File: src/pkg/lmr_regs.vh
`ifndef LMR_REGS_VH
`define LMR_REGS_VH

// Register indices; byte address is four times the index
`define LMR_IDX_LOOP_VOLT 8'h4e
`define LMR_IDX_LOOP_CURR 8'h4f
`define LMR_IDX_TIP_VOLT 8'h50
`define LMR_IDX_RING_VOLT 8'h51
`define LMR_IDX_BATT_A 8'h52
`define LMR_IDX_BATT_B 8'h53
`define LMR_IDX_Q1_CURR 8'h54
`define LMR_IDX_Q2_CURR 8'h55
`define LMR_IDX_Q3_CURR 8'h56
`define LMR_IDX_Q4_CURR 8'h57

// Bus geometry
`define LMR_ADDR_W 10
`define LMR_DATA_W 32
`define LMR_IDX_LSB 2

// Measurement channel codes from the converter sequencer
`define LMR_CH_LOOP_VOLT 4'h0
`define LMR_CH_LOOP_CURR 4'h1
`define LMR_CH_TIP_VOLT 4'h2
`define LMR_CH_RING_VOLT 4'h3
`define LMR_CH_BATT_A 4'h4
`define LMR_CH_BATT_B 4'h5
`define LMR_CH_Q1_CURR 4'h6
`define LMR_CH_Q2_CURR 4'h7
`define LMR_CH_Q3_CURR 4'h8
`define LMR_CH_Q4_CURR 4'h9

// Sign and magnitude fields of the loop registers
`define LMR_SIGN_BIT 6
`define LMR_MAG_MSB 5
`define LMR_MAG_W 6
`define LMR_RSVD_BIT 7

// Reset values
`define LMR_RST_READING 8'h00
`define LMR_RST_CURRENT 8'h00

`endif

File: src/rtl/lmr_top.v
// Function
// Loop voltage sign in bit six
// Loop voltage magnitude six bits, 1.5 V
// Loop current direction in bit six
// Loop current magnitude six bits, 1.25 mA
// Tip voltage eight-bit code, 0.376 V step
// Ring voltage same scaling as tip
// Two separate eight-bit battery readings
// Transistor one current eight-bit, 0.319 mA
// Extended flag removes extra current Q1/Q2
// Transistor two current, same scaling
// Transistors three and four eight-bit codes
// All registers read-only, reads harmless
//
// Local design decision: the Avalon-MM slave port.
`include "lmr_regs.vh"

module lmr_top (
  // Clock and reset
  input wire core_clk,
  input wire sys_rst,
  // Avalon-MM slave
  input wire [9:0] avs_address,
  input wire avs_read,
  input wire avs_write,
  input wire [31:0] avs_writedata,
  input wire [3:0] avs_byteenable,
  output wire [31:0] avs_readdata,
  output wire avs_waitrequest,
  // Converter results, same clock
  input wire meas_valid,
  input wire [3:0] meas_channel,
  input wire [7:0] meas_code,
  // Extended battery feature
  input wire extended_battery_feature_flag,
  input wire [7:0] extended_feature_current
);

  reg [7:0] loop_voltage_reading;
  reg [7:0] loop_current_reading;
  reg [7:0] tip_voltage_reading;
  reg [7:0] ring_voltage_reading;
  reg [7:0] battery_voltage_reading_a;
  reg [7:0] battery_voltage_reading_b;
  reg [7:0] transistor_one_current;
  reg [7:0] transistor_two_current;
  reg [7:0] transistor_three_current;
  reg [7:0] transistor_four_current;
  wire [7:0] q1_net;
  wire [7:0] q2_net;
  wire [7:0] bank_data;
  wire [7:0] reg_index;

  // Sign plus magnitude, bit seven reads zero
  function [7:0] lmr_signmag;
    input [7:0] code;
    begin
      lmr_signmag = {1'b0, code[`LMR_SIGN_BIT], code[`LMR_MAG_MSB:0]};
    end
  endfunction

  // Strobe for one channel of the result stream
  function lmr_hit;
    input valid;
    input [3:0] chan;
    input [3:0] want;
    begin
      lmr_hit = valid & (chan == want);
    end
  endfunction

  // Remove extended current
  lmr_sat_sub u_q1_adj (
    .raw_code(meas_code),
    .extra_code(extended_feature_current),
    .remove_extra(extended_battery_feature_flag),
    .net_code(q1_net)
  );

  // Same for transistor two
  lmr_sat_sub u_q2_adj (
    .raw_code(meas_code),
    .extra_code(extended_feature_current),
    .remove_extra(extended_battery_feature_flag),
    .net_code(q2_net)
  );

  // Only converter results update the bank; the bus has no write path
  always @(posedge core_clk) begin
    if (sys_rst) begin
      loop_voltage_reading <= `LMR_RST_READING;
      loop_current_reading <= `LMR_RST_READING;
      tip_voltage_reading <= `LMR_RST_READING;
      ring_voltage_reading <= `LMR_RST_READING;
      battery_voltage_reading_a <= `LMR_RST_READING;
      battery_voltage_reading_b <= `LMR_RST_READING;
      transistor_one_current <= `LMR_RST_CURRENT;
      transistor_two_current <= `LMR_RST_CURRENT;
      transistor_three_current <= `LMR_RST_CURRENT;
      transistor_four_current <= `LMR_RST_CURRENT;
    end else begin
      // Loop voltage sign, magnitude
      if (lmr_hit(meas_valid, meas_channel, `LMR_CH_LOOP_VOLT)) begin
        loop_voltage_reading <= lmr_signmag(meas_code);
      end
      // Loop current direction, magnitude
      if (lmr_hit(meas_valid, meas_channel, `LMR_CH_LOOP_CURR)) begin
        loop_current_reading <= lmr_signmag(meas_code);
      end
      // Tip code stored
      if (lmr_hit(meas_valid, meas_channel, `LMR_CH_TIP_VOLT)) begin
        tip_voltage_reading <= meas_code;
      end
      // Ring code stored
      if (lmr_hit(meas_valid, meas_channel, `LMR_CH_RING_VOLT)) begin
        ring_voltage_reading <= meas_code;
      end
      // Battery readings independent
      if (lmr_hit(meas_valid, meas_channel, `LMR_CH_BATT_A)) begin
        battery_voltage_reading_a <= meas_code;
      end
      if (lmr_hit(meas_valid, meas_channel, `LMR_CH_BATT_B)) begin
        battery_voltage_reading_b <= meas_code;
      end
      // Transistor one net current
      if (lmr_hit(meas_valid, meas_channel, `LMR_CH_Q1_CURR)) begin
        transistor_one_current <= q1_net;
      end
      // Transistor two net current
      if (lmr_hit(meas_valid, meas_channel, `LMR_CH_Q2_CURR)) begin
        transistor_two_current <= q2_net;
      end
      // Small transistor currents
      if (lmr_hit(meas_valid, meas_channel, `LMR_CH_Q3_CURR)) begin
        transistor_three_current <= meas_code;
      end
      if (lmr_hit(meas_valid, meas_channel, `LMR_CH_Q4_CURR)) begin
        transistor_four_current <= meas_code;
      end
    end
  end

  assign reg_index = avs_address[`LMR_ADDR_W-1:`LMR_IDX_LSB];

  // Read mux, no side effects
  assign bank_data =
    (reg_index == `LMR_IDX_LOOP_VOLT) ? loop_voltage_reading :
    (reg_index == `LMR_IDX_LOOP_CURR) ? loop_current_reading :
    (reg_index == `LMR_IDX_TIP_VOLT) ? tip_voltage_reading :
    (reg_index == `LMR_IDX_RING_VOLT) ? ring_voltage_reading :
    (reg_index == `LMR_IDX_BATT_A) ? battery_voltage_reading_a :
    (reg_index == `LMR_IDX_BATT_B) ? battery_voltage_reading_b :
    (reg_index == `LMR_IDX_Q1_CURR) ? transistor_one_current :
    (reg_index == `LMR_IDX_Q2_CURR) ? transistor_two_current :
    (reg_index == `LMR_IDX_Q3_CURR) ? transistor_three_current :
    (reg_index == `LMR_IDX_Q4_CURR) ? transistor_four_current :
    8'h00;

  // Writes acknowledged, data dropped
  lmr_bus_slave u_bus (
    .core_clk(core_clk),
    .sys_rst(sys_rst),
    .avs_read(avs_read),
    .avs_write(avs_write),
    .bank_data(bank_data),
    .avs_waitrequest(avs_waitrequest),
    .avs_readdata(avs_readdata)
  );

endmodule // lmr_top

File: src/rtl/lmr_sat_sub.v
module lmr_sat_sub (
  // Raw transistor current
  input wire [7:0] raw_code,
  // Extra current to remove
  input wire [7:0] extra_code,
  input wire remove_extra,
  // Reported current
  output wire [7:0] net_code
);

  wire [8:0] diff;

  assign diff = {1'b0, raw_code} - {1'b0, extra_code};
  // Clamp at zero so a noisy sample never wraps to full scale
  assign net_code = !remove_extra ? raw_code : (diff[8] ? 8'h00 : diff[7:0]);

endmodule // lmr_sat_sub

File: src/rtl/lmr_bus_slave.v
module lmr_bus_slave (
  // Clock and reset
  input wire core_clk,
  input wire sys_rst,
  // Avalon-MM request side
  input wire avs_read,
  input wire avs_write,
  // Read data from the bank
  input wire [7:0] bank_data,
  // Avalon-MM answer side
  output wire avs_waitrequest,
  output reg [31:0] avs_readdata
);

  reg ack;

  // One wait cycle gives the bank mux a full cycle before data is sampled
  assign avs_waitrequest = (avs_read | avs_write) & ~ack;

  always @(posedge core_clk) begin
    if (sys_rst) begin
      ack <= 1'b0;
      avs_readdata <= 32'h0000_0000;
    end else begin
      ack <= (avs_read | avs_write) & ~ack;
      if (avs_read & ~ack) begin
        avs_readdata <= {24'h00_0000, bank_data};
      end
    end
  end

endmodule // lmr_bus_slave

File: config.mk
export PLATFORM = sky130hd
export DESIGN_NAME = lmr_top
export DESIGN_NICKNAME = d
export VERILOG_FILES = /design/src/rtl/lmr_top.v /design/src/rtl/lmr_sat_sub.v /design/src/rtl/lmr_bus_slave.v
export VERILOG_INCLUDE_DIRS = /design/src /design/src/pkg
export SDC_FILE = /design/constraint.sdc
export NUM_CORES = 1
export LEC_CHECK = 0
export BUFFER_PORTS_ARGS = -buffer_cell sky130_fd_sc_hd__buf_4
export CORE_ASPECT_RATIO = 0.75
export CORE_UTILIZATION = 42
export DETAILED_ROUTE_END_ITERATION = 10
export HOLD_SLACK_MARGIN = 0.12
export RECOVER_POWER = 50
export REMOVE_ABC_BUFFERS = 1
export SETUP_SLACK_MARGIN = 0.4
export SYNTH_ARGS = -nofsm -noshare
export SYNTH_HDL_FRONTEND = slang
export SYNTH_SLANG_ARGS = --single-unit
File: constraint.sdc
create_clock -name core_clk -period 3.3 [get_ports core_clk]
set_clock_uncertainty 0.15 [all_clocks]
set_input_delay 0.825 -clock core_clk [delete_from_list [all_inputs] [get_ports core_clk]]
set_output_delay 0.825 -clock core_clk [all_outputs]
set_load 0.01 [all_outputs]
# Word level (Yosys, flattened, before mapping)
# Index checks and enable logic that the tools add are counted.
[word_totals]
out_inout_bits = 33
elab_cells = 59
reg_bits = 87
input_bits = 72
[op_classes]
eq_ne = 19
add_sub_neg = 1
reduce_logical = 1
n_bitwise = 14
mux = 12
[ops]
columns = ["cell", "n"]
rows = [
  ["two-way mux 8 bit", 12],
  ["== test 8 x 7 -> 1 bit, second input constant", 10],
  ["== test 4 x 3 -> 1 bit, second input constant", 4],
  ["AND 1 bit", 12],
  ["subtractor 8 x 8 -> 9 bit", 1],
  ["== test 4 x 2 -> 1 bit, second input constant", 2],
  ["== test 4 bit, second input constant", 2],
  ["== test 4 x 1 -> 1 bit, second input constant", 1],
  ["logical NOT 4 bit", 1],
  ["inverter 1 bit", 1],
  ["bitwise OR 1 bit", 1],
]

# Depth between registers and ports, before layout
# Gate-level depths: netlist of the first run.
[logic_depth]
word_depth = 11
depth_mapped = 11
depth_no_buf = 10

# Cells and area by module
# Synthesis of the first run repeated with hierarchy kept, for this count alone.
[hier_totals]
hier_cells = 635
hier_area_um2 = 5367.6
[by_module_without_submodules]
columns = ["mod", "area_each_um2", "cells_per_inst", "seq_area_each_um2", "n_inst"]
rows = [
  ["lmr_top", 3776.1, 431, 1561.5, 1],
  ["lmr_sat_sub", 491.7, 70, 0.0, 2],
  ["lmr_bus_slave", 608.1, 64, 180.2, 1],
]

# Worst setup path after synthesis of the first run
# Ideal clock, no wire load.
[synth_path]
kind = "input to register"
from = "input port meas_code[0]"
to = "register transistor_one_current[1]"
path_slack_ns = 0.395
arrival_time_ns = 2.618
cell_stages = 11
t_required_ns = 3.013
path_buffers = 1
setup_ns = 0.137
path_cell_list = "inv_1 > ha_1 > inv_1 > fa_1 > a211oi_1 > o21ai_1 > a31oi_1 > nor2b_1 > clkbuf_1 > a21oi_1 > a211oi_1"
[synth_between]
elab_chain_cells = 3
[synth_rtl]
columns = ["element", "line", "text"]
rows = [
  ["start: declaration", "lmr_top.v:33", "input wire [7:0] meas_code,"],
  ["subtractor 8 x 8 -> 9 bit", "lmr_sat_sub.v:13", "assign diff = {1'b0, raw_code} - {1'b0, extra_code};"],
  ["two-way mux 8 bit (2 in series)", "lmr_sat_sub.v:15", "assign net_code = !remove_extra ? raw_code : (diff[8] ? 8'h00 : diff[7:0]);"],
  ["end signal: assignment", "lmr_top.v:97", "transistor_one_current <= `LMR_RST_CURRENT;"],
  ["end signal: assignment", "lmr_top.v:127", "transistor_one_current <= q1_net;"],
  ["end: declaration", "lmr_top.v:45", "reg [7:0] transistor_one_current;"],
]
# Every way passes these cells.
# A chain may end at the register's enable or synchronous reset.

# Worst setup path in the final report of the first run
[layout_path]
from = "input port meas_code[0]"
to = "register transistor_one_current[6]"
# The elaborated chain is that of the path after synthesis.

==> flow_summary_export.csv, run 1 <==
group,metric,value,unit
synth,synth_commonest_cells,"nor2_1 (92), dfxtp_1 (87), mux2i_1 (68)",
worst_setup_path,critPathCaptureType,"flop",
worst_setup_path,critPathMaxFanout,5,
placed_design,place.gp.congestion,0.777,
route,first_pass_iters,4,
power_and_ir_drop,peakVddDrop,0.239,mV
die,ios,105,
worst_hold_path,whs_path_depth,2,
synth,synth_warnings,0,
layout,syn_to_final_growth,12.5,%
global_routing,grt-ovfl-total,0,
synth,synth-async-reset-ratio,0,%
power_and_ir_drop,cellLeakagePower,0.00216,uW
die,start_util,43.6,%
timing,setup_viol,0,
clock_tree,post_cts_buffers,0,
power_and_ir_drop,total_power,2320,uW
global_routing,antenna_found_initial,0,
global_routing,grt_pass1_wl,17.3,mm
timing,hold_ws,303,ps
timing,slew_headroom,29.9,%
clock_tree,cts_buffers,9,
route,ant_nets,0,
placed_design,dp_hpwl,7.77,mm
layout,final_nets,602,
clock_tree,ctsHoldBuffers,0,
synth,syn_avg_cell_area,9.21,um2
worst_setup_path,ff2ff_setup_slack,1670,ps
timing,finalHoldViolations,0,
worst_setup_path,reg2reg_from,"u_bus.ack",
timing,rsz0062_at_grt,"yes",
route,num_vias,3555,
global_routing,grt_max_degree,44,
worst_setup_path,cp-start-kind,"input pin",
worst_hold_path,hp-class,"reg2reg",
synth,netlist_area,4520,um2
worst_setup_path,rr_worst_depth,5,
clock_tree,cts_tree,"done",
layout,diodes,0,
run,drv_cap,0,
clock_tree,clock_latency,340,ps
timing,max_freq,365,MHz
synth,ys_seq_elements,87,
route,detail_route.vias_per_cell,5.37,
route,drtIter0Drc,203,
clock_tree,cts_root_buf,"clkbuf_16",
worst_setup_path,worst_ep_required_time,3390,ps
clock_tree,htree_levels,3,
global_routing,grt_pass1_vias,3378,
die,die-area,11200,um2
synth,yosysMostFrequentCell,"nor2_1",
worst_hold_path,holdCritStartpoint,"u_bus.avs_readdata[0]",
route,drt-total-wl,10.8,mm
route,post-route-drc-count,0,
die,fp-row-count,32,
placed_design,dp.cells,646,
worst_hold_path,hold_path_end,"u_bus.avs_readdata[0]",
timing,finalWorstSetupSlack,559,ps
power_and_ir_drop,power_density,457,nW/um2
placed_design,port_buffers,42,
die,die_w,122,um
synth,synth_top_area_share,38.5,%
timing,worstMarginPinSlew,1050,ps
run_status,status,"complete, no violations",
synth,ys_seq_area_share,38.5,%
die,core,10400,um2
route,avgRoutedWirePerCell,16.3,um
worst_setup_path,cp.arrival,2830,ps
worst_setup_path,worst-setup-path-type,"in2reg",
worst_setup_path,r2r_end,"u_bus.avs_readdata[1]",
die,die_h,91.8,um
layout,n_fill_cell,972,
global_routing,grt_usage,20.3,%
layout,drive_gt1_share,14.1,%
placed_design,dp_slack,102,ps
synth,ys_types,49,
synth,synth_edf_count,0,
clock_tree,clk_pin_slew,60,ps
layout,final_cells,662,
clock_tree,clk_path_buf_depth,2,
timing,tns,0,ps
clock_tree,cts_sinks,87,
synth,yosys-top-cells-area,"dfxtp_1 (39%), mux2i_1 (15%), nor2_1 (7.6%)",
timing,fin_crit_sh,83.1,%
synth,yosys.area.top_type,"dfxtp_1",
synth,ys.flop_type,"dfxtp_1",
synth,synth_cells,491,
timing,min_period,2740,ps
timing,slew_violations,0,
## cells in the final DEF (no fill, tap or decap), drive strengths merged, types with 2 or more instances in the layout
cell,Yosys,layout
nor2,94,94
dfxtp,87,87
mux2i,68,68
buf,31,38
conb,1,24
clkbuf,23,24
nand2b,22,22
o21ai,19,19
nand2,17,17
a21oi,17,17
a311oi,14,14
inv,11,11
nor3,11,11
mux4,9,9
ha,8,8
mux2,6,6
nor2b,6,6
a22o,5,5
a22oi,5,5
a211oi,5,5
nand3b,3,3
clkinv,0,3
nor3b,3,3
or3,3,3
a21o,2,2
xnor2,2,2
o21a,2,2
o211ai,2,2
## logic make-up (layout without fill, tap and decap cells)
logic type | count (synthesis) | count (layout) | share of synthesized area (%)
adder cells (fa/ha/maj) | 9 | 9 | 2.66
AND/OR/NAND/NOR | 163 | 163 | 17.1
multiplexers | 83 | 83 | 21.0
AO/OA/AOI/OAI | 80 | 80 | 12.1
other | 1 | 24 | 0.0830
flip-flops | 87 | 87 | 38.5
buffers and inverters | 65 | 77 | 7.92
XOR/XNOR | 3 | 3 | 0.581
## final cells by class
class                   instances  area (um2)  share of cell area (%)
well taps                     136         170                    3.35
multi-input cells             362        2510                    49.4
flip-flops and latches         87        1740                    34.3
repair buffers                 50         330                    6.50
inverters                      11        41.3                   0.812
clock buffers                  12         246                    4.85
clock inverters                 4        45.0                   0.886
## power breakdown
group          total [uW]  switching, uW  internal [uW]
Combinational         251            151            100
Sequential           1070           7.98           1070
Clock                 999            396            603
Total                2320            554           1770
## routing by layer
metal  up-vias  routed length [um]  track usage, %
met1      1720                5360            28.2
met2        81                4730            31.3
met3        16                 530            4.79
met5         -                   0               0
li1       1738                   -               -
met4         0                 145            5.66
## critical path: stages
cell      delay, ps
buf_4           130
inv_1            70
ha_1            160
inv_1            50
fa_1            430
a211oi_2        300
o21bai_1        120
a21oi_1         180
xnor2_1         140
nand2_1          90
a311oi_1        310
## state kept, by name, summed over array words and instances, names as in the netlist
name	flops
battery_voltage_reading_b	8
transistor_four_current	8
battery_voltage_reading_a	8
loop_current_reading	7
u_bus.ack	1
loop_voltage_reading	7
transistor_one_current	8
transistor_three_current	8
tip_voltage_reading	8
ring_voltage_reading	8
transistor_two_current	8
u_bus.avs_readdata	8
## worst max path at each step
stage,endpoint,depth (start not counted),from,slack [ps]
finish,transistor_one_current[6],11,meas_code[0],560
global route,transistor_two_current[1],11,meas_code[0],380
CTS,transistor_one_current[6],11,meas_code[0],430
detailed placement,transistor_one_current[6],11,meas_code[0],100
global placement,transistor_one_current[1],11,meas_code[0],140
floorplan,transistor_one_current[1],10,meas_code[0],470
## through the flow
step	instance area, um2	util, %
after floorplan	4290	-
after global placement	4840	46.6
after detailed placement	4840	46.6
after CTS	5130	49.4
after global routing	5080	49.0
final	5080	49.0
## timing repair
action	4_1_cts	5_1_grt
gates resized for setup	0	2
setup endpoints to repair	0	16
endpoints found under the hold margin	0	0
Power figures use the tool's default switching activity.
==> run 2: changes to the inputs <==
--- a/config.mk
+++ b/config.mk
@@ -11,6 +11,7 @@
 export CORE_UTILIZATION = 42
 export DETAILED_ROUTE_END_ITERATION = 10
 export HOLD_SLACK_MARGIN = 0.12
+export PLACE_DENSITY = 0.67
 export RECOVER_POWER = 50
 export REMOVE_ABC_BUFFERS = 1
 export SETUP_SLACK_MARGIN = 0.4
==> constraint.sdc (replaced) <==
create_clock -name core_clk -period 2.5 [get_ports core_clk]
set_clock_uncertainty 0.15 [all_clocks]
set_input_delay 0.625 -clock core_clk [delete_from_list [all_inputs] [get_ports core_clk]]
set_output_delay 0.625 -clock core_clk [all_outputs]
set_load 0.01 [all_outputs]
==> flow_summary_export.csv, run 2 (synthesized netlist as in run 1, its figures left out) <==
group,metric,value,unit
die,start_util,43.6,%
worst_setup_path,cp_slowest_cell,"clkbuf_1",
die,fp-row-count,32,
worst_hold_path,hold_path_end,"u_bus.avs_readdata[2]",
worst_setup_path,rr_worst_depth,5,
timing,slew_headroom,7.90,%
timing,tns,0,ps
layout,diodes,0,
power_and_ir_drop,power_density,569,nW/um2
run,drv_cap,0,
worst_setup_path,worst_ep_required_time,2570,ps
die,die-area,11200,um2
layout,drive_gt1_share,23.9,%
worst_hold_path,hp-class,"reg2reg",
worst_setup_path,path_buf_inv,1,
clock_tree,cts_sinks,87,
route,post-route-drc-count,0,
placed_design,dp.cells,673,
worst_setup_path,cp-start-kind,"input pin",
worst_setup_path,critPathCaptureType,"flop",
worst_setup_path,worst-setup-path-type,"in2reg",
layout,syn_to_final_growth,21.4,%
power_and_ir_drop,peakVddDrop,0.420,mV
global_routing,grt_usage,21.0,%
clock_tree,cts_tree,"done",
clock_tree,clock_latency,340,ps
timing,setup_viol,0,
layout,final_cell_mix,"nor2_1 (91), dfxtp_1 (87), mux2i_1 (68)",
route,detail_route.vias_per_cell,5.38,
clock_tree,cts_buffers,9,
die,die_h,91.8,um
timing,rsz0062_at_grt,"yes",
timing,slew_violations,0,
clock_tree,clk_pin_slew,60,ps
route,drtIter0Drc,237,
worst_setup_path,critPathMaxFanout,29,
global_routing,grt-ovfl-total,0,
layout,n_fill_cell,970,
global_routing,grtUsageMet1,28.4,%
global_routing,use_met2,33.6,%
placed_design,place.gp.congestion,0.841,
timing,min_period,2270,ps
placed_design,port_buffers,42,
worst_setup_path,max_stage_delay,980,ps
global_routing,grtUsageMet3,5.29,%
clock_tree,clk_path_buf_depth,2,
die,core,10400,um2
global_routing,grt_pass1_vias,3564,
global_routing,top_usage_layer,"met2",
route,num_vias,3729,
die,ios,105,
route,first_pass_iters,5,
worst_hold_path,whs_path_depth,1,
clock_tree,htree_levels,3,
worst_setup_path,crit_family,"buffers and inverters",
global_routing,antenna_found_initial,0,
timing,max_freq,441,MHz
worst_setup_path,ff2ff_setup_slack,920,ps
die,die_w,122,um
timing,fin_crit_sh,90.7,%
timing,worstMarginPinSlew,1380,ps
timing,finalHoldViolations,0,
layout,final_cells,693,
route,drt-total-wl,11.5,mm
layout,fin_util,52.9,%
worst_setup_path,r2r_end,"u_bus.avs_readdata[4]",
route,avgRoutedWirePerCell,16.7,um
power_and_ir_drop,cellLeakagePower,0.00235,uW
worst_setup_path,cp.arrival,2330,ps
global_routing,grt_pass1_wl,17.9,mm
run_status,status,"complete, no violations",
route,ant_nets,0,
placed_design,dp_hpwl,8.42,mm
worst_setup_path,reg2reg_from,"u_bus.ack",
clock_tree,cts_root_buf,"clkbuf_16",
worst_setup_path,worstPathCellList,"clkbuf_1, nand2b_1, a21oi_1, o21ai_0, o21ai_1",
worst_hold_path,holdCritStartpoint,"u_bus.avs_readdata[2]",
layout,final_nets,633,
layout,layout_commonest_cell,"nor2_1",
global_routing,grt_max_degree,30,
==> run 2: worst max-delay path by stage <==
stage	endpoint	from	slack, ps	cells past startpoint
3_5_place_dp	transistor_two_current[5]	meas_code[0]	-420	12
4_1_cts	transistor_one_current[6]	meas_code[0]	160	12
2_1_floorplan	transistor_one_current[1]	meas_code[0]	-130	10
5_1_grt	u_bus.avs_readdata[3]	sys_rst	110	4
3_3_place_gp	transistor_one_current[5]	meas_code[0]	-300	12
6_report	u_bus.avs_readdata[4]	sys_rst	230	5
==> run 2: per-layer routing <==
| metal | wire length (um) | part of all wire (%) |
|---|---|---|
| met1 | 5350 | 46 |
| met2 | 5450 | 47 |
| met3 | 596 | 5.2 |
| met4 | 142 | 1.2 |
| met5 | 0 | 0 |
==> run 2: power breakdown <==
part / switching (uW) / internal, uW
clock network: 516 / 776
registers: 10.7 / 1410
logic: 229 / 182
total: 755 / 2360
==> run 2: timing repair <==
action,in CTS,in global routing
buffers inserted,2,2
hold buffers,0,0
setup endpoints to repair,16,23
pin swaps,11,20
endpoints found under the hold margin,0,0
resized for setup,10,27
==> run 2: cell type report <==
type / count / area (um2) / area share (%)
clock buffers: 13 / 280 / 5.11
flip-flops and latches: 87 / 1740 / 31.7
multi-input cells: 362 / 2640 / 48.1
inverters: 11 / 46.3 / 0.844
well taps: 136 / 170 / 3.10
clock inverters: 3 / 15.0 / 0.274
repair buffers: 81 / 597 / 10.9
==> run 2: worst register-to-register path: stages, from the launching register on <==
cell and delay [ps]:
dfxtp_1 320, nor2b_1 280, nand2b_1 280, a21oi_1 220, o21ai_0 120, o21ai_1 130
==> run 2: through the flow <==
step	hold WS, ps	power, uW	setup WS [ps]	instance area (um2)
3_3_place_gp	287	1800	-301	5040
5_1_grt	338	3240	109	5490
6_report	300	3120	234	5490
3_5_place_dp	296	1810	-417	5040
2_1_floorplan	272	1620	-131	4290
4_1_cts	310	3110	162	5380
==> run 3: changes to the inputs <==
--- a/config.mk
+++ b/config.mk
@@ -7,7 +7,7 @@
 export NUM_CORES = 1
 export LEC_CHECK = 0
 export BUFFER_PORTS_ARGS = -buffer_cell sky130_fd_sc_hd__buf_4
-export CORE_ASPECT_RATIO = 0.75
+export CORE_ASPECT_RATIO = 0.5
 export CORE_UTILIZATION = 42
 export DETAILED_ROUTE_END_ITERATION = 10
 export HOLD_SLACK_MARGIN = 0.12
==> flow_summary_export.csv, run 3 (synthesized netlist as in run 1, its figures left out) <==
group,metric,value,unit
run_status,status,"complete, no violations",
global_routing,grt_usage,20.5,%
worst_hold_path,whs_path_depth,1,
clock_tree,cts_sinks,87,
worst_setup_path,worst_ep_required_time,2600,ps
placed_design,place.gp.congestion,0.812,
global_routing,grt_max_degree,58,
die,die_w,149,um
clock_tree,ctsHoldBuffers,0,
clock_tree,clk_path_buf_depth,2,
die,ios,105,
worst_setup_path,path_buf_inv,5,
route,avgRoutedWirePerCell,15.6,um
timing,hold_ws,302,ps
run,drv_cap,0,
global_routing,grt-ovfl-total,0,
timing,finalWorstSetupSlack,167,ps
timing,max_freq,429,MHz
clock_tree,cts_tree,"done",
worst_setup_path,max_stage_delay,340,ps
worst_setup_path,cp_slowest_cell,"fa_2",
layout,final_nets,633,
worst_setup_path,rr_worst_depth,5,
placed_design,dp_hpwl,7.79,mm
route,detail_route.vias_per_cell,5.20,
worst_setup_path,critPathCaptureType,"flop",
route,first_pass_iters,4,
layout,final_cells,696,
die,start_util,43.7,%
placed_design,dp_slack,-341,ps
worst_setup_path,critPathMaxFanout,2,
layout,final_cell_mix,"nor2_1 (91), dfxtp_1 (87), mux2i_1 (68)",
worst_hold_path,hp-class,"reg2reg",
power_and_ir_drop,cellLeakagePower,0.00233,uW
worst_setup_path,cp-start-kind,"input pin",
power_and_ir_drop,total_power,3160,uW
layout,syn_to_final_growth,20.1,%
layout,diodes,0,
layout,multi_input_area,2580,um2
worst_setup_path,crit_family,"compound AO/OA/AOI/OAI gates",
clock_tree,clk_pin_slew,60,ps
timing,worstMarginPinSlew,1230,ps
layout,seqCellArea,1740,um2
die,core,10300,um2
route,drtIter0Drc,262,
clock_tree,htree_levels,3,
layout,drive_gt1_share,21.4,%
placed_design,dp.cells,680,
layout,layout_commonest_cell,"nor2_1",
worst_setup_path,critical_path_depth,13,
timing,setup_viol,0,
worst_setup_path,cp.arrival,2430,ps
timing,min_period,2330,ps
die,fp-row-count,26,
route,post-route-drc-count,0,
timing,fin_crit_sh,93.3,%
power_and_ir_drop,power_density,582,nW/um2
route,ant_nets,0,
die,die_h,75.4,um
worst_setup_path,worstPathCellList,"buf_8, inv_8, ha_4, inv_2, fa_2, a211oi_2, buf_4, buf_6, o21bai_4, a21oi_2, xnor2_1, nand2_1, a311oi_1",
placed_design,port_buffers,42,
timing,finalHoldViolations,0,
power_and_ir_drop,peakVddDrop,0.273,mV
clock_tree,clock_latency,340,ps
layout,n_fill_cell,950,
global_routing,grt_pass1_wl,17.4,mm
route,num_vias,3622,
route,drt-total-wl,10.9,mm
clock_tree,cts_root_buf,"clkbuf_16",
timing,rsz0062_at_grt,"yes",
global_routing,antenna_found_initial,0,
clock_tree,cts_buffers,9,
timing,slew_violations,0,
timing,slew_headroom,17.8,%
die,die-area,11200,um2
global_routing,grt_pass1_vias,3370,
worst_setup_path,worst-setup-path-type,"in2reg",
timing,tns,0,ps
[run 3: changes by cell type in the layout (fill, tap and decap cells not counted), moves of 3 or more]
| cell | previous run | this run |
|---|---|---|
| a311oi_1 | 11 | 14 |
| a311oi_2 | 3 | 0 |
| buf_6 | 5 | 1 |
| clkbuf_1 | 10 | 13 |
[run 3: timing repair]
item | 4_1_cts | 5_1_grt
pin swaps | 17 | 10
resized for setup | 12 | 12
buffers inserted | 0 | 1
setup endpoints to repair | 16 | 20
endpoints found under the hold margin | 0 | 0
[run 3: layout make-up]
cell class                      instances  share of cell area, %
Inverter                               11                  0.899
Timing Repair Buffer                   81                   10.8
Multi-Input combinational cell        362                   47.5
Tap cell                              140                   3.23
Clock inverter                          3                  0.784
Sequential cell                        87                   32.1
Clock buffer                           12                   4.72
[run 3: power breakdown]
part	leakage [uW]	internal, uW	switching, uW	total, uW
Clock	0.000145	821	517	1340
Combinational	0.00148	180	223	403
Sequential	0.000703	1410	11.0	1420
Total	0.00233	2410	751	3160
[run 3: metrics by stage]
step | cell area (um2) | util, %
floorplan | 4290 | -
global placement | 5080 | 49.1
detailed placement | 5080 | 49.1
CTS | 5420 | 52.4
global route | 5430 | 52.5
finish | 5430 | 52.5
[run 3: path summary, 6_finish.rpt]
| path | from | to | slack (ps) |
|---|---|---|---|
| min reg2reg | u_bus.avs_readdata[2] | u_bus.avs_readdata[2] | 300 |
| min | u_bus.avs_readdata[2] | u_bus.avs_readdata[2] | 300 |
| max reg2reg | transistor_four_current[2] | u_bus.avs_readdata[2] | 890 |
| max | meas_code[0] | transistor_two_current[6] | 170 |
[run 3: metal layers]
metal | track usage, % | routed length, um | vias to the layer above
li1 | - | - | 1799
met1 | 27.9 | 5260 | 1720
met2 | 33.0 | 4830 | 90
met3 | 4.79 | 650 | 13
met4 | 5.84 | 125 | 0
met5 | 0 | 0 | -
